`src/core/boost_cfg_pkg.sv`:
```
// Purpose: Shared constants for the boost output configuration block
// Assumes: Byte-wide register file, 7-bit register address
// Notes:   Offsets are register indices on the serial port
package boost_cfg_pkg;
    localparam logic [6:0] OFS_FUNCTION_CONTROL   = 7'h00;
    localparam logic [6:0] OFS_TARGET_OUT1        = 7'h03;
    localparam logic [6:0] OFS_TARGET_OUT2        = 7'h04;
    localparam logic [6:0] OFS_OV_LIMIT_OUT1      = 7'h05;
    localparam logic [6:0] OFS_OV_LIMIT_OUT2      = 7'h06;
    localparam logic [6:0] OFS_PEAK_LIMIT_OUT1    = 7'h07;
    localparam logic [6:0] OFS_PEAK_LIMIT_OUT2    = 7'h08;
    localparam logic [6:0] OFS_SELECT_COUNT_LO    = 7'h41;
    localparam logic [6:0] OFS_SELECT_COUNT_HI    = 7'h42;
    // Function control field positions
    localparam int         BIT_CONFIGURATION_DONE = 0;
    localparam int         BIT_OUTPUT_ONE_ENABLE  = 1;
    localparam int         BIT_OUTPUT_TWO_ENABLE  = 2;
    localparam int         BIT_SELECT_LOW_COUNT   = 3;
    localparam logic [7:0] FUNC_WRITABLE_MASK     = 8'h0F;
    // Reset values and peak code maximum
    localparam logic [7:0] RST_FUNCTION_CONTROL   = 8'h00;
    localparam logic [7:0] RST_CODE               = 8'h00;
    localparam logic [7:0] PEAK_CODE_MAX          = 8'h80;
    // Gate supply startup time
    localparam int         GATE_SUPPLY_STARTUP_NS = 1000;
    localparam int         CLK_PERIOD_NS          = 10;
    localparam int         GATE_SUPPLY_STARTUP_CYC =
        (GATE_SUPPLY_STARTUP_NS + CLK_PERIOD_NS - 1) / CLK_PERIOD_NS;
endpackage

```
`src/core/phase_gate_ctrl.sv`:
```
// Purpose: Gate drive gating for one output phase
// Assumes: Comparator inputs already synchronised to CLK_SYS
// Notes:   Switching cycle start is a one-cycle pulse
`timescale 1ns/100ps
module phase_gate_ctrl (
    input  wire logic clk,           // System clock
    input  wire logic srst,          // Synchronous reset
    input  wire logic run,           // Output on and supply ready
    input  wire logic cycle_start,   // Start of switching cycle
    input  wire logic pwm_demand,    // Regulator gate request
    input  wire logic overvoltage,   // Output above limit
    input  wire logic peak_reached,  // Coil current at limit (slope-compensated)
    output logic      gate           // Gate drive
);
    logic peak_hold_r;
    logic peak_hold_nxt;
    logic gate_r;
    logic gate_nxt;

    // Peak latch lasts to the next cycle start; start wins so a new cycle begins clean
    always_comb begin
        peak_hold_nxt = peak_hold_r;
        if (cycle_start) begin
            peak_hold_nxt = 1'b0;
        end else if (peak_reached) begin
            peak_hold_nxt = 1'b1;
        end
        gate_nxt = run && pwm_demand && !overvoltage
                   && !peak_hold_nxt && !peak_reached;
    end

    always_ff @(posedge clk) begin
        if (srst) begin
            peak_hold_r <= 1'b0;
            gate_r      <= 1'b0;
        end else begin
            peak_hold_r <= peak_hold_nxt;
            gate_r      <= gate_nxt;
        end
    end

    assign gate = gate_r;

    property p_ov_blocks;
        @(posedge clk) disable iff (srst) overvoltage |=> !gate;
    endproperty
    a_ov_blocks: assert property (p_ov_blocks) else $error("gate toggled during overvoltage");

    property p_peak_holds;
        @(posedge clk) disable iff (srst) (peak_reached && !cycle_start) ##1 !cycle_start |=> !gate;
    endproperty
    a_peak_holds: assert property (p_peak_holds) else $error("gate on after peak in same cycle");

    property p_resume;
        @(posedge clk) disable iff (srst)
            (run && pwm_demand && !overvoltage && !peak_reached && cycle_start) |=> gate;
    endproperty
    a_resume: assert property (p_resume) else $error("gate did not resume");

    c_peak_cut: cover property (@(posedge clk) disable iff (srst) gate ##1 !gate && peak_hold_r);
endmodule // phase_gate_ctrl

```
`src/core/boost_output_config_enable.sv`:
```
// Purpose: Register file, mode lock and output enable sequencing for a two-output boost
// Assumes: Serial frame already decoded into byte writes and reads on CLK_SYS
// Notes:   Analog loop, phase timing and trimming live elsewhere
`timescale 1ns/100ps

module boost_output_config_enable #(
    parameter int STARTUP_CYC = boost_cfg_pkg::GATE_SUPPLY_STARTUP_CYC
) (
    input  wire logic       CLK_SYS,            // System clock, 100 MHz
    input  wire logic       SRST,               // Synchronous reset, high
    input  wire logic       REG_WR,             // Register write strobe
    input  wire logic       REG_RD,             // Register read strobe
    input  wire logic [6:0] REG_ADDR,           // Register address
    input  wire logic [7:0] REG_WDATA,          // Write data
    output logic      [7:0] REG_RDATA,          // Read data, registered
    input  wire logic       CHIP_SELECT_PIN_N,  // Serial chip select, low active
    input  wire logic       GATE_SUPPLY_OK,     // Gate supply ready comparator
    input  wire logic [1:0] OVERVOLTAGE,        // Output above limit, per output
    input  wire logic [1:0] PEAK_REACHED,       // Sense comparator at peak, per output
    input  wire logic [1:0] PWM_DEMAND,         // Regulator gate request, per output
    input  wire logic       CYCLE_START,        // Switching cycle start pulse
    output logic      [7:0] TARGET_CODE_1,      // Target code output 1
    output logic      [7:0] TARGET_CODE_2,      // Target code output 2
    output logic      [7:0] OV_LIMIT_CODE_1,    // Overvoltage code output 1
    output logic      [7:0] OV_LIMIT_CODE_2,    // Overvoltage code output 2
    output logic      [7:0] PEAK_CODE_1,        // Peak current code output 1
    output logic      [7:0] PEAK_CODE_2,        // Peak current code output 2
    output logic            GATE_SUPPLY_EN,     // Gate supply regulator on
    output logic            GATE_SUPPLY_READY,  // Ready flag, supply usable
    output logic      [1:0] GATE                // Gate drive per output
);
    logic [7:0]  func_r, func_nxt;
    logic [7:0]  code_r [6];
    logic [7:0]  code_nxt [6];
    logic [7:0]  rdata_r, rdata_nxt;
    logic [15:0] cnt_r, cnt_nxt;
    logic [15:0] cnt_run_r, cnt_run_nxt;
    logic [15:0] startup_r, startup_nxt;
    logic [2:0]  cs_sync_r;
    logic [1:0]  ok_sync_r;
    logic [1:0]  ov_s1_r, ov_s2_r, pk_s1_r, pk_s2_r;
    logic        locked, cs_low, cs_rise, supply_ready;
    logic        func_was_on_r, func_was_on_nxt;
    logic [1:0]  out_on, run;

    // Index of a code register, or 7 when not one
    function automatic logic [2:0] code_index(input logic [6:0] a);
        if (a >= boost_cfg_pkg::OFS_TARGET_OUT1 && a <= boost_cfg_pkg::OFS_PEAK_LIMIT_OUT2) begin
            code_index = 3'(a - boost_cfg_pkg::OFS_TARGET_OUT1);
        end else begin
            code_index = 3'h7;
        end
    endfunction

    assign locked  = func_r[boost_cfg_pkg::BIT_CONFIGURATION_DONE];
    assign cs_low  = !cs_sync_r[1];
    assign cs_rise = cs_sync_r[1] && !cs_sync_r[2];

    // Output on needs mode, enable bit and nonzero target and limit codes
    assign out_on[0] = locked && func_r[boost_cfg_pkg::BIT_OUTPUT_ONE_ENABLE]
                       && (code_r[0] != 8'h00) && (code_r[2] != 8'h00);
    assign out_on[1] = locked && func_r[boost_cfg_pkg::BIT_OUTPUT_TWO_ENABLE]
                       && (code_r[1] != 8'h00) && (code_r[3] != 8'h00);
    assign supply_ready = ok_sync_r[1] && (startup_r == 16'(STARTUP_CYC));
    // Zero peak code allows no coil current, so the gate never fires
    assign run[0] = out_on[0] && supply_ready && (code_r[4] != 8'h00);
    assign run[1] = out_on[1] && supply_ready && (code_r[5] != 8'h00);

    // Register writes and reads
    always_comb begin
        func_nxt  = func_r;
        rdata_nxt = rdata_r;
        for (int i = 0; i < 6; i++) begin
            code_nxt[i] = code_r[i];
        end
        if (REG_WR && REG_ADDR == boost_cfg_pkg::OFS_FUNCTION_CONTROL) begin
            // Reserved bits kept clear whatever the host sends
            func_nxt = REG_WDATA & boost_cfg_pkg::FUNC_WRITABLE_MASK;
        end else if (REG_WR && code_index(REG_ADDR) != 3'h7 && !locked) begin
            code_nxt[code_index(REG_ADDR)] = REG_WDATA;
        end
        if (REG_RD) begin
            if (REG_ADDR == boost_cfg_pkg::OFS_FUNCTION_CONTROL) begin
                rdata_nxt = func_r;
            end else if (code_index(REG_ADDR) != 3'h7) begin
                rdata_nxt = code_r[code_index(REG_ADDR)];
            end else if (REG_ADDR == boost_cfg_pkg::OFS_SELECT_COUNT_LO) begin
                rdata_nxt = cnt_r[7:0];
            end else if (REG_ADDR == boost_cfg_pkg::OFS_SELECT_COUNT_HI) begin
                rdata_nxt = cnt_r[15:8];
            end else begin
                rdata_nxt = 8'h00;
            end
        end
    end

    // Chip-select low counter; result published at frame end while enabled
    always_comb begin
        cnt_run_nxt = cnt_run_r;
        cnt_nxt     = cnt_r;
        if (cs_low) begin
            if (cnt_run_r != 16'hFFFF) begin
                cnt_run_nxt = cnt_run_r + 16'h0001;
            end
        end else begin
            cnt_run_nxt = 16'h0000;
        end
        // Enable now or at the last frame end, so the clearing frame still publishes
        if (cs_rise && (func_r[boost_cfg_pkg::BIT_SELECT_LOW_COUNT] || func_was_on_r)) begin
            cnt_nxt = cnt_run_r;
        end
    end

    // Enable seen at the last frame end, lets the clearing frame publish once
    always_comb begin
        func_was_on_nxt = func_was_on_r;
        if (cs_rise) begin
            func_was_on_nxt = func_r[boost_cfg_pkg::BIT_SELECT_LOW_COUNT];
        end
    end

    // Startup timer runs while the supply regulator is on
    always_comb begin
        startup_nxt = 16'h0000;
        if (out_on != 2'b00) begin
            startup_nxt = (startup_r == 16'(STARTUP_CYC)) ? startup_r : startup_r + 16'h0001;
        end
    end

    always_ff @(posedge CLK_SYS) begin
        if (SRST) begin
            func_r        <= boost_cfg_pkg::RST_FUNCTION_CONTROL;
            rdata_r       <= 8'h00;
            cnt_r         <= 16'h0000;
            cnt_run_r     <= 16'h0000;
            startup_r     <= 16'h0000;
            func_was_on_r <= 1'b0;
            cs_sync_r     <= 3'b111;
            ok_sync_r     <= 2'b00;
            ov_s1_r       <= 2'b00;
            ov_s2_r       <= 2'b00;
            pk_s1_r       <= 2'b00;
            pk_s2_r       <= 2'b00;
            for (int i = 0; i < 6; i++) begin
                code_r[i] <= boost_cfg_pkg::RST_CODE;
            end
        end else begin
            func_r        <= func_nxt;
            rdata_r       <= rdata_nxt;
            cnt_r         <= cnt_nxt;
            cnt_run_r     <= cnt_run_nxt;
            startup_r     <= startup_nxt;
            func_was_on_r <= func_was_on_nxt;
            cs_sync_r     <= {cs_sync_r[1:0], CHIP_SELECT_PIN_N};
            ok_sync_r     <= {ok_sync_r[0], GATE_SUPPLY_OK};
            ov_s1_r       <= OVERVOLTAGE;
            ov_s2_r       <= ov_s1_r;
            pk_s1_r       <= PEAK_REACHED;
            pk_s2_r       <= pk_s1_r;
            for (int i = 0; i < 6; i++) begin
                code_r[i] <= code_nxt[i];
            end
        end
    end

    // One gate controller per output
    for (genvar g = 0; g < 2; g++) begin : g_phase
        phase_gate_ctrl u_gate (
            .clk          (CLK_SYS),
            .srst         (SRST),
            .run          (run[g]),
            .cycle_start  (CYCLE_START),
            .pwm_demand   (PWM_DEMAND[g]),
            .overvoltage  (ov_s2_r[g]),
            .peak_reached (pk_s2_r[g]),
            .gate         (GATE[g])
        );
    end

    assign REG_RDATA         = rdata_r;
    assign TARGET_CODE_1     = code_r[0];
    assign TARGET_CODE_2     = code_r[1];
    assign OV_LIMIT_CODE_1   = code_r[2];
    assign OV_LIMIT_CODE_2   = code_r[3];
    assign PEAK_CODE_1       = code_r[4];
    assign PEAK_CODE_2       = code_r[5];
    assign GATE_SUPPLY_EN    = out_on != 2'b00;
    assign GATE_SUPPLY_READY = supply_ready;

    property p_lock_write;
        @(posedge CLK_SYS) disable iff (SRST)
            (REG_WR && locked && REG_ADDR == boost_cfg_pkg::OFS_TARGET_OUT1) |=> $stable(code_r[0]);
    endproperty
    a_lock_write: assert property (p_lock_write) else $error("locked target changed");

    property p_enable_mode;
        @(posedge CLK_SYS) disable iff (SRST) !locked |-> GATE_SUPPLY_EN == 1'b0;
    endproperty
    a_enable_mode: assert property (p_enable_mode) else $error("supply on in config mode");

    // Checked against the register contents, not the internal on flags
    property p_supply_on;
        @(posedge CLK_SYS) disable iff (SRST)
            (locked && func_r[boost_cfg_pkg::BIT_OUTPUT_ONE_ENABLE] && code_r[0] != 8'h00 && code_r[2] != 8'h00)
            |-> GATE_SUPPLY_EN;
    endproperty
    a_supply_on: assert property (p_supply_on) else $error("supply off with output on");

    property p_no_gate_early;
        @(posedge CLK_SYS) disable iff (SRST) !supply_ready |=> GATE == 2'b00;
    endproperty
    a_no_gate_early: assert property (p_no_gate_early) else $error("gate before supply ready");

    property p_zero_target;
        @(posedge CLK_SYS) disable iff (SRST) code_r[0] == 8'h00 |-> !out_on[0];
    endproperty
    a_zero_target: assert property (p_zero_target) else $error("output on with zero target");

    property p_zero_limit;
        @(posedge CLK_SYS) disable iff (SRST) code_r[3] == 8'h00 |-> !out_on[1];
    endproperty
    a_zero_limit: assert property (p_zero_limit) else $error("output on with zero limit");

    property p_zero_peak;
        @(posedge CLK_SYS) disable iff (SRST) code_r[4] == 8'h00 |=> !GATE[0];
    endproperty
    a_zero_peak: assert property (p_zero_peak) else $error("gate with zero peak code");

    property p_count_frozen;
        @(posedge CLK_SYS) disable iff (SRST)
            (!func_r[boost_cfg_pkg::BIT_SELECT_LOW_COUNT] && !func_was_on_r) |=> $stable(cnt_r);
    endproperty
    a_count_frozen: assert property (p_count_frozen) else $error("count moved while frozen");

    property p_reserved;
        @(posedge CLK_SYS) disable iff (SRST) func_r[7:4] == 4'h0;
    endproperty
    a_reserved: assert property (p_reserved) else $error("reserved bits set");

    c_lock: cover property (@(posedge CLK_SYS) disable iff (SRST) $rose(locked));
    c_ready: cover property (@(posedge CLK_SYS) disable iff (SRST) $rose(supply_ready));
    c_gate: cover property (@(posedge CLK_SYS) disable iff (SRST) GATE[1]);
endmodule // boost_output_config_enable

```
`config.mk`:
```
export PLATFORM = sky130hd
export DESIGN_NAME = boost_output_config_enable
export DESIGN_NICKNAME = d
export VERILOG_FILES = /design/src/core/boost_cfg_pkg.sv /design/src/core/phase_gate_ctrl.sv /design/src/core/boost_output_config_enable.sv
export SDC_FILE = /design/constraint.sdc
export NUM_CORES = 1
export LEC_CHECK = 0
export BUFFER_PORTS_ARGS = -buffer_cell sky130_fd_sc_hd__buf_2
export CELL_PAD_IN_SITES_DETAIL_PLACEMENT = 0
export CELL_PAD_IN_SITES_GLOBAL_PLACEMENT = 1
export CORE_ASPECT_RATIO = 2
export CORE_UTILIZATION = 30
export CTS_BUF_LIST = sky130_fd_sc_hd__clkbuf_4
export CTS_CLUSTER_DIAMETER = 80
export DETAILED_ROUTE_END_ITERATION = 10
export PLACE_DENSITY_LB_ADDON = 0.08
export SETUP_SLACK_MARGIN = 0.5
export SLEW_MARGIN = 5
export SYNTH_ARGS = -nofsm -noshare
export SYNTH_HDL_FRONTEND = slang
export SYNTH_HIERARCHICAL = 1
export SYNTH_SLANG_ARGS = --single-unit
```
`constraint.sdc`:
```
create_clock -name CLK_SYS -period 2.9 [get_ports CLK_SYS]
set_clock_uncertainty 0.1 [all_clocks]
set_input_delay 0.145 -clock CLK_SYS [delete_from_list [all_inputs] [get_ports CLK_SYS]]
set_output_delay 0.145 -clock CLK_SYS [all_outputs]
set_load 0.01 [all_outputs]
```
; ---- Word level (Yosys, flattened, before mapping)
; Memories as Yosys holds them, arrays and structs flattened.
; Index checks and enable logic that the tools add are counted.
[word_totals]
reg_bits = 78
latchBits = 0
ramBits = 48
rom_bits = 0
in_bits = 28
output_inout_bits = 60
word_cells = 114
n_memories = 1
[mem_list]
columns = name, words, width, read_ports, rd_ports_with_merged_regs, write_ports, line_no
row1 = code_r, 6, 8, 7, 0, 6, boost_output_config_enable.sv:33  ; logic [7:0] code_r [6];
[classes]
add_sub_neg = 3
multipliers = 0
div = 0
n_lt_le_gt_ge = 4
eq_ne = 6
n_shift = 0
n_mux = 31
bitwise = 8
reduce_logical = 45
[ops]
columns = operator, count
row1 = $mux 48, 2
row2 = $mux 8, 11
row3 = $bwmux 48, 1
row4 = $reduce_bool 8->1, 6
row5 = $add 16x1->16 const B, 2
row6 = $mux 3, 9
row7 = $logic_and 1x1->1, 26
row8 = $demux 8 s3, 1
row9 = $eq 16x7->1 const B, 1
row10 = $ne 16x16->1 const B, 1
row11 = $eq 7x7->1 const B, 2
row12 = $logic_not 1->1, 8
row13 = $ge 7x2->1 const B, 1
row14 = $le 7x4->1 const B, 1
row15 = $logic_not 7->1, 1
row16 = $mux 1, 7
row17 = $ne 3x3->1 const B, 2
row18 = $or 1x1->1, 6
row19 = $ge 4x4->1 const B, 1
row20 = $lt 4x1->1 const B, 1
row21 = $not 3->4, 1
row22 = $reduce_or 2->1, 2
row23 = $sub 3x2->3 const B, 1
row24 = $reduce_bool 2->1, 1
row25 = 2 further kinds, 2

; ---- Depth between registers and ports, before layout
; Gate-level depths: netlist of the first run.
[depth]
ltp_word = 18
depth_mapped = 9
ltp_nobuf = 9

; ---- Hierarchy
; The synthesis of the first run kept the hierarchy.
[modules_own_cells]
columns = mod, n_inst, cells_per_inst, area_per_inst_um2, seq_area_each_um2
row1 = boost_output_config_enable, 1, 645, 5547.8, 2442.3
row2 = phase_gate_ctrl, 2, 7, 75.1, 40.0

; ---- Worst setup path after synthesis of the first run
; No wires, ideal clock.
[synth_path]
path_type = input-to-reg
startpoint = input port REG_ADDR[0]
endpoint = memory code_r[3][0]
setup_ps = 128
arrival_time_ps = 1895
t_required_ps = 2672
slack_ps = 777
stages = 8
n_path_buf = 1
cell_sequence = inv_1 -> ha_1 -> clkbuf_1 -> inv_1 -> a2111oi_4 -> nand3_4 -> mux2i_1 -> nor2_1
[synth_rtl]
columns = item, line_no
row1 = start: declaration, boost_output_config_enable.sv:13  ; input wire logic [6:0] REG_ADDR,
row2 = end: declaration, boost_output_config_enable.sv:33

; ---- Final worst setup path of the first run
[layout_path]
startpoint = input port REG_ADDR[1]
endpoint = register rdata_r[3] (netlist: REG_RDATA[3])
[layout_between]
elab_chain_len = 9
word_cells_on_any_way = 19
cone_classes = add/sub: 1 / order compare: 2 / eq/ne: 3 / mux: 10 / reduce/logical: 2 / memory: 1
[layout_lines]
columns = item, line_no
row1 = $ge 7x2->1 or $le 7x4->1 (tied branches), boost_output_config_enable.sv:48  ; if (a >= boost_cfg_pkg::OFS_TARGET_OUT1 && a <= boost_cfg_pkg::OFS_PEAK_LIMIT_OUT2) begin
row2 = $logic_and 1x1->1, boost_output_config_enable.sv:48
row3 = $mux 3, boost_output_config_enable.sv:48
row4 = $mux 3, boost_output_config_enable.sv:85  ; end else if (code_index(REG_ADDR) != 3'h7) begin
row5 = $mux 3, boost_output_config_enable.sv:83  ; if (REG_ADDR == boost_cfg_pkg::OFS_FUNCTION_CONTROL) begin
row6 = $mux 3, boost_output_config_enable.sv:82  ; if (REG_RD) begin
row7 = $mem_v2 6x8, n/a
row8 = $mux 8, boost_output_config_enable.sv:85
row9 = $mux 8 (*), boost_output_config_enable.sv:83
row10 = end signal: assignment, boost_output_config_enable.sv:149  ; rdata_r <= rdata_nxt;
row11 = end: declaration, boost_output_config_enable.sv:35  ; logic [7:0] rdata_r, rdata_nxt;
; Mark *: on every way between the ends. The rest lies on a longest branch, timed or not. The select of a mux whose other input is x is not followed.
; A chain may end at the register's enable or synchronous reset.

==> results of run 1 <==
cells in the mapped netlist (2+ instances only):
cell / count / area, um2
a2111oi_0: 2 / 17.52
a2111oi_2: 3 / 45.04
a211oi_1: 6 / 45.04
a21oi_1: 34 / 170.2
a31oi_1: 11 / 68.82
a32o_1: 3 / 30.03
and3_1: 6 / 37.54
and4_1: 3 / 26.28
buf_2: 4 / 20.02
clkbuf_1: 25 / 93.84
dfxtp_1: 126 / 2522
ha_1: 7 / 87.58
inv_1: 14 / 52.55
mux2i_1: 59 / 590.6
nand2_1: 86 / 322.8
nand2b_1: 4 / 25.02
nand3_1: 21 / 105.1
nand3_4: 2 / 35.03
nand3b_1: 7 / 52.55
nand4_1: 11 / 68.82
nor2_1: 97 / 364.1
nor2b_1: 19 / 118.9
nor3_1: 20 / 100.1
nor3b_1: 2 / 15.01
nor4_1: 18 / 112.6
o2111ai_1: 2 / 17.52
o21ai_0: 10 / 50.05
o221ai_1: 3 / 26.28
o22ai_1: 8 / 50.05
or2_2: 5 / 31.28
xnor2_1: 12 / 105.1
xor2_1: 10 / 87.58
state kept, by name, indices dropped and copies added, names as in the netlist:
signal	count
func_r	4
code_r	48
pk_s2_r	2
REG_RDATA	8
func_was_on_r	1
cnt_run_r	16
ok_sync_r	2
cs_sync_r	3
pk_s1_r	2
startup_r	16
ov_s2_r	2
g_phase.u_gate/peak_hold_r	2
ov_s1_r	2
g_phase.u_gate/gate	2
cnt_r	16
routing by layer:
metal | GRT usage [%] | routed length, um | vias up
met1 | 17.95 | 6629 | 2482
li1 | - | - | 2538
met2 | 42.54 | 11730 | 118
met4 | 12.53 | 885 | 0
met3 | 4.113 | 609 | 38
met5 | 0 | 0 | -
path summary, 6_finish.rpt:
| check | slack [ps] | cells past startpoint | end |
|---|---|---|---|
| setup / recovery | 570 | 6 | REG_RDATA[3]$_SDFFE_PP0P_ |
| hold / removal | 60 | 3 | pk_s2_r[1]$_SDFF_PP0_ |
| setup reg to reg | 770 | 6 | code_r[1][7]$_SDFFE_PP0P_ |
| hold reg to reg | 350 | 1 | cs_sync_r[1]$_SDFF_PP1_ |
final cells by class:
cell class,count,area [um2],share of cell area (%)
inverter,14,52.55,0.7569
tap,255,319.1,4.595
clock inverter,15,170.2,2.451
sequential,126,2522,36.33
timing repair buffer,119,738.2,10.63
antenna,1,2.502,0.03604
multi-input combinational,489,3010,43.36
clock buffer,17,127.6,1.838
critical path: cells and delay by family:
kind                     cells  cell delay [ps]
XOR/XNOR                     1              670
AO/OA/AOI/OAI                3             1350
adder cells (fa/ha/maj)      1              290
buffers and inverters        1              140
layout by cell type (no fill, tap or decap), types with 3 or more instances in the layout:
master | netlist | final
inv_1 | 14 | 14
dlygate4sd3_1 | 0 | 20
a31oi_1 | 11 | 11
nor4_1 | 18 | 18
ha_1 | 7 | 7
bufinv_16 | 0 | 3
xnor2_1 | 12 | 12
nand2b_1 | 4 | 4
a32o_1 | 3 | 3
a2111oi_2 | 3 | 3
clkinv_4 | 0 | 3
buf_2 | 4 | 87
nand4_1 | 11 | 11
and3_1 | 6 | 6
clkinvlp_4 | 0 | 3
nand3b_1 | 7 | 7
nand2_1 | 86 | 86
a211oi_1 | 6 | 5
o221ai_1 | 3 | 3
nor3_1 | 20 | 20
and4_1 | 3 | 3
a21oi_1 | 34 | 34
mux2i_1 | 59 | 59
o22ai_1 | 8 | 8
buf_4 | 0 | 11
or2_2 | 5 | 5
nor2_1 | 97 | 97
nor2b_1 | 19 | 19
xor2_1 | 10 | 10
nand3_1 | 21 | 21
o21ai_0 | 10 | 10
clkbuf_4 | 0 | 17
clkinv_2 | 0 | 3
dfxtp_1 | 126 | 126
power by group through the flow:
stage          clock network [mW]  logic (mW)  registers (mW)
6_report                     1.30       0.213            1.75
5_1_grt                      1.42       0.229            1.75
4_1_cts                      1.35       0.216            1.75
3_5_place_dp                    0       0.195            1.79
3_3_place_gp                    0       0.194            1.79
2_1_floorplan                   0       0.105            1.79
cells by family after synthesis:
logic type / count (synthesis) / synth area share (%)
adder cells (fa/ha/maj): 7 / 1.537
AND/OR/NAND/NOR: 306 / 25.63
AO/OA/AOI/OAI: 94 / 11.55
multiplexers: 59 / 10.36
XOR/XNOR: 23 / 3.667
flip-flops: 126 / 44.27
buffers and inverters: 44 / 2.986
metrics by stage:
step	area (um2)	power [mW]
3_3_place_gp	6437	1.982
4_1_cts	6935	3.313
2_1_floorplan	5698	1.892
5_1_grt	6943	3.398
6_report	6943	3.258
3_5_place_dp	6437	1.984
repair_timing:
action,CTS,global route
setup endpoints to repair,0,1
hold buffers,20,0
resized for setup,0,1
endpoints found under the hold margin,69,0
==> impl_metrics.yaml, run 1 <==
run_status:
  status: "finished clean"
floorplanning:
  die_x_um: 99.45
  coreArea_um2: 18740
  start_util_pct: 30.40
  std_cell_rows: 71
  io_pins: 88
  dieArea_um2: 19580
  die_h_um: 196.9
timing:
  slew_headroom_pct: 26.36
  period_needed_ps: 2329
  slew_violations: 0
  timing.setup.tns_ps: 0
  setup-violations-final: 0
  max_freq_ghz: 0.4294
  period_share_pct: 80.31
  tightest_slew_ps: 1077
  holdWs_ps: 55.18
  finalHoldViolCount: 0
  rsz0062_at_grt: "no"
  setup_slack_ps: 571.1
clock_network:
  clk_path_buf_depth: 2
  clkTransAtPathRegs_ps: 120
  clkLatencyLatePin_ps: 550
  htreeDepth: 4
  numCtsBuffers: 17
  post_cts_buffers: 0
  cts_sinks: 126
  root_buffer: "clkbuf_4"
  cts_tree: "done"
power:
  combPwrFrac_pct: 6.5
  p_int_mw: 2.408
  p_switching_uw: 850.2
  seq_power_share_pct: 53.7
  cellPowerDensity_nw_per_um2: 469.2
  power_leakage_nw: 2.872
  peakVddDrop_mv: 0.2199
  swShare_pct: 26.10
  clkPwrFrac_pct: 39.8
route:
  drt_iter0_drc: 194
  first_pass_iters: 5
  viasPerCell: 4.996
  routed_wl_um: 19850
  ant_nets: 0
  post_drt_wl_per_cell_um: 19.16
  route.detailed.drc: 0
  vias: 5176
logic_synthesis:
  synth_enable_flop_cells: 0
  ys_types: 51
  synthCells: 659
  syn_area_per_cell_um2: 8.646
  synth_seq_cells: 126
  ys_warn_count: 6
  syn_nets: 694
  synth-seq-area-share_pct: 44.27
  async_flop_share_pct: 0
  syn_area_um2: 5698
  synth_top_flop_cell: "dfxtp_1"
cells_and_area:
  utilization_pct: 37.04
  nets: 802
  areaGrowthSynthToFinish_pct: 21.85
  final_cells: 1036
  drive_gt1_share_pct: 18.85
  fillCellCount: 1967
worst_setup_path:
  crit_path_start: "REG_ADDR[1]"
  critical_path_required_ps: 3160
  crit_path_max_fanout: 8
  crit_slowest_cell: "a2111oi_0"
  cpPeakStageDelay_ps: 980
  end_kind: "register"
  r2r_start: "func_r[0]$_SDFFE_PP0P_"
  cp.arrival_ps: 2590
  cp_cell_sequence: "buf_2 -> ha_1 -> xnor2_1 -> a2111oi_4 -> a2111oi_0 -> o22ai_1"
  startpoint_type: "input port"
  critPathKind: "in -> reg"
global_routing:
  antenna_found_initial: 1
  grt_overflow: 0
  grt_pass1_wl_um: 29990
  grt_max_degree: 96
  grtUsageTotal_pct: 20.91
  grt_pass1_vias: 5202
min_path:
  min_from: "SRST"
  holdCritPathClass: "in -> reg"
placement:
  dp_slack_ps: 59.01
  place.gp.congestion: 0.8569
  io_buffers: 87
  hpwl_um: 15420
  place_inst: 983
flow_run:
  drv_cap: 0
No activity file was read; power rests on OpenSTA's default activity.
==> run 2: changes to the inputs <==
Clock period 2.9 ns to 2.1 ns, I/O delays scaled along.
==> impl_metrics.yaml, run 2 (same netlist as run 1, synthesis figures left out) <==
run_status:
  status: "finished clean"
flow_run:
  drv_cap: 0
power:
  seq_power_share_pct: 54.2
  p_int_mw: 3.264
  peakVddDrop_mv: 0.2403
  cellPowerDensity_nw_per_um2: 554.4
  power_leakage_nw: 3.278
  p_switching_mw: 1.175
  clkPwrFrac_pct: 37.4
  swShare_pct: 26.47
  combPwrFrac_pct: 8.4
  power.total_mw: 4.439
global_routing:
  grtUsageTotal_pct: 20.60
  grt_pass1_wl_um: 30080
  antenna_found_initial: 1
  grt_pass1_vias: 5286
  grt_overflow: 0
  grt_max_degree: 60
timing:
  finalHoldViolCount: 0
  slew_violations: 0
  setup-violations-final: 0
  timing.setup.tns_ps: 0
  tightest_slew_ps: 640.9
  max_freq_ghz: 0.4936
  rsz0062_at_grt: "yes"
  setup_slack_ps: 74.17
  slew_headroom_pct: 56.88
  holdWs_ps: 102.5
  period_needed_ps: 2026
  period_share_pct: 96.47
clock_network:
  clkLatencyLatePin_ps: 530
  root_buffer: "clkbuf_4"
  numCtsBuffers: 17
  clkTransAtPathRegs_ps: 120
  cts_tree: "done"
  cts_sinks: 126
  clk_path_buf_depth: 2
  htreeDepth: 4
worst_setup_path:
  timing.rr.end: "g_phase[0].u_gate/gate$_SDFF_PP0_"
  crit_path_max_fanout: 3
  cp.arrival_ps: 1820
  end_kind: "output pin"
  cp-endpoint: "GATE_SUPPLY_EN"
  startpoint_type: "register"
  crit_path_start: "code_r[2][3]$_SDFFE_PP0P_"
  reg2regPathDepth: 10
  r2r_slack_ps: 250
  r2r_start: "startup_r[1]$_SDFFE_PP0P_"
  critical_path_required_ps: 1890
  critPathKind: "reg -> out"
cells_and_area:
  drive_gt1_share_pct: 34.34
  multi_input_area_um2: 3557
  mostFrequentLayoutCells: "dfxtp_1 (107), buf_2 (85), nand2_1 (82)"
  final_cells: 1086
  final_area_um2: 8006
  regArea_um2: 2564
  utilization_pct: 42.71
  nets: 853
  largest_register: "code_r"
  final_common_cell: "dfxtp_1"
  largest_reg_flops: 48
  fillCellCount: 1908
  areaGrowthSynthToFinish_pct: 40.51
floorplanning:
  coreArea_um2: 18740
  std_cell_rows: 71
  io_pins: 88
  dieArea_um2: 19580
  die_x_um: 99.45
  start_util_pct: 30.40
  die_h_um: 196.9
route:
  ant_nets: 0
  vias: 5346
  route.detailed.drc: 0
  viasPerCell: 4.923
  drt_iter0_drc: 166
  first_pass_iters: 4
  routed_wl_um: 19590
  post_drt_wl_per_cell_um: 18.03
placement:
  io_buffers: 87
  dp_slack_ps: -200.2
  postPlaceCellArea_um2: 6817
  place.gp.congestion: 0.9647
  place_inst: 1008
  hpwl_um: 14500
min_path:
  holdCritPathClass: "in -> reg"
  min_from: "REG_ADDR[6]"
-- run 2: worst max-delay path, stage by stage, from the launching register on --
cell and delay, ps:
dfxtp_4 370, nor4_4 340, buf_4 170, nand2_2 50
nand4_1 130, nand2_1 90, buf_2 140
-- run 2: worst min path at each step --
stage | slack [ps] | end | cells past startpoint
finish | 100 | REG_RDATA[3]$_SDFFE_PP0P_ | 5
CTS | 60 | REG_RDATA[3]$_SDFFE_PP0P_ | 5
global route | 120 | REG_RDATA[6]$_SDFFE_PP0P_ | 4
detailed placement | 200 | cs_sync_r[0]$_SDFF_PP1_ | 2
floorplan | 80 | g_phase[0].u_gate/peak_hold_r$_SDFF_PP0_ | 1
global placement | 190 | cs_sync_r[0]$_SDFF_PP1_ | 2
-- run 2: cell type report --
| type | instances | area share [%] |
|---|---|---|
| Antenna cell | 1 | 0.03125 |
| Clock buffer | 19 | 1.782 |
| Clock inverter | 12 | 1.516 |
| Inverter | 14 | 0.8283 |
| Multi-Input combinational cell | 489 | 44.43 |
| Sequential cell | 126 | 32.02 |
| Tap cell | 255 | 3.985 |
| Timing Repair Buffer | 170 | 15.41 |
-- run 2: power groups by stage --
stage          combinational [mW]  clock, mW  sequential, mW
6_report                    0.374       1.66            2.41
5_1_grt                     0.398       1.83            2.41
4_1_cts                     0.369       1.73            2.41
3_5_place_dp                0.327          0            2.47
3_3_place_gp                0.325          0            2.47
2_1_floorplan               0.182          0            2.47
-- run 2: layer usage --
metal	part of all wire (%)	wire, um	track usage (%)
met1	36	7129	19.99
met2	55	10720	38.84
met3	2.8	541	3.475
met4	6.1	1195	14.00
met5	0	0	0
-- run 2: timing repair --
item	4_1_cts	5_1_grt
gates resized for setup	48	76
cloned	1	0
setup buffers	17	6
endpoints found under the hold margin	78	0
pin swaps	16	37
setup endpoints to repair	83	71
hold buffers	22	0
==> run 3: changes to the inputs <==
Clock period 2.1 ns to 2.3 ns, I/O delays scaled along.
==> impl_metrics.yaml, run 3 (same netlist as run 1, synthesis figures left out) <==
min_path:
  holdPathStages: 5
  holdCritPathClass: "in -> reg"
clock_network:
  cts_tree: "done"
  clkLatencyLatePin_ps: 550
  root_buffer: "clkbuf_4"
  numCtsBuffers: 17
  clkTransAtPathRegs_ps: 130
  clk_path_buf_depth: 2
  htreeDepth: 4
  cts_sinks: 126
timing:
  holdWs_ps: 102.8
  period_share_pct: 86.34
  rsz0062_at_grt: "yes"
  tightest_slew_ps: 651.8
  slew_violations: 0
  setup-violations-final: 0
  max_freq_ghz: 0.5036
  finalHoldViolCount: 0
  slew_headroom_pct: 55.42
  period_needed_ps: 1986
  timing.setup.tns_ps: 0
power:
  peakVddDrop_mv: 0.2240
  cellPowerDensity_nw_per_um2: 535.5
  power.total_mw: 4.002
  power_leakage_nw: 3.071
floorplanning:
  die_x_um: 99.45
  die_h_um: 196.9
  start_util_pct: 30.40
  io_pins: 88
  std_cell_rows: 71
  coreArea_um2: 18740
  dieArea_um2: 19580
worst_setup_path:
  end_kind: "output pin"
  cp.arrival_ps: 1770
  r2r_start: "startup_r[0]$_SDFFE_PP0P_"
  critPathKind: "reg -> out"
  r2r_slack_ps: 430
  critical_path_required_ps: 2090
  cp-endpoint: "GATE_SUPPLY_EN"
  timing.rr.end: "g_phase[1].u_gate/gate$_SDFF_PP0_"
  startpoint_type: "register"
  reg2regPathDepth: 10
  crit_path_max_fanout: 4
  crit_path_start: "code_r[0][5]$_SDFFE_PP0P_"
placement:
  place.gp.congestion: 0.8659
  hpwl_um: 14710
  io_buffers: 87
global_routing:
  grt_max_degree: 56
  grtUsageTotal_pct: 20.65
  grt_pass1_vias: 5317
  antenna_found_initial: 1
  grt_overflow: 0
  grt_pass1_wl_um: 30040
route:
  viasPerCell: 4.919
  route.detailed.drc: 0
  vias: 5229
  post_drt_wl_per_cell_um: 18.17
  first_pass_iters: 4
  routed_wl_um: 19320
  ant_nets: 0
  drt_iter0_drc: 157
flow_run:
  drv_cap: 0
run_status:
  status: "finished clean"
cells_and_area:
  final_common_cell: "dfxtp_1"
  nets: 829
  largest_reg_flops: 48
  largest_register: "code_r"
  areaGrowthSynthToFinish_pct: 31.14
  drive_gt1_share_pct: 29.86
  mostFrequentLayoutCells: "dfxtp_1 (103), nor2_1 (94), buf_2 (86)"
run 3: worst min path at each step:
stage / endpoint / start / slack (ps)
floorplan: g_phase[0].u_gate/gate$_SDFF_PP0_ / SRST / 80
global placement: cs_sync_r[0]$_SDFF_PP1_ / CHIP_SELECT_PIN_N / 200
detailed placement: cs_sync_r[0]$_SDFF_PP1_ / CHIP_SELECT_PIN_N / 210
CTS: REG_RDATA[0]$_SDFFE_PP0P_ / REG_ADDR[6] / 70
global route: REG_RDATA[3]$_SDFFE_PP0P_ / REG_ADDR[6] / 90
finish: REG_RDATA[3]$_SDFFE_PP0P_ / REG_ADDR[6] / 100
run 3: metal layers:
layer | GRT usage, % | vias up | wire (um)
li1 | - | 2593 | -
met1 | 18.65 | 2489 | 6753
met4 | 14.22 | 0 | 1169
met2 | 40.23 | 101 | 10850
met3 | 3.830 | 46 | 544
met5 | 0 | - | 0
run 3: metrics by stage:
stage,setup WS [ps],util [%],instances,instance area [um2]
after global placement,225.4,35.19,994,6596
after CTS,258.0,38.98,1060,7307
after global routing,200.3,39.86,1063,7472
final,314.1,39.86,1063,7472
after detailed placement,168.2,35.19,994,6596
after floorplan,491.8,-,659,5797
run 3: what timing repair did:
action / in CTS / in global routing
resized for setup: 38 / 39
gates cloned: 0 / 0
endpoints found under the hold margin: 72 / 0
hold buffers: 22 / 0
pin swaps: 18 / 17
setup buffers: 12 / 2
setup endpoints to repair: 54 / 60
run 3: power by group:
group | internal (mW) | leakage, nW | switching [mW]
Clock | 0.546 | 0.133 | 0.942
Combinational | 0.120 | 1.91 | 0.190
Sequential | 2.19 | 1.03 | 0.00931
run 3: area by class of cell:
class / count / area (um2)
repair buffers: 146 / 954.7
inverters: 14 / 52.55
fillers: 1955 / 11270
flip-flops and latches: 126 / 2556
well taps: 255 / 319.1
clock inverters: 15 / 135.1
multi-input cells: 489 / 3324
clock buffers: 17 / 127.6
diodes: 1 / 2.502
run 3: worst max-delay path: stages, from the launching register on:
cell	delay, ps
dfxtp_2	380
nor4_4	300
nand2_2	140
nand4_1	170
nand2_1	90
buf_2	140
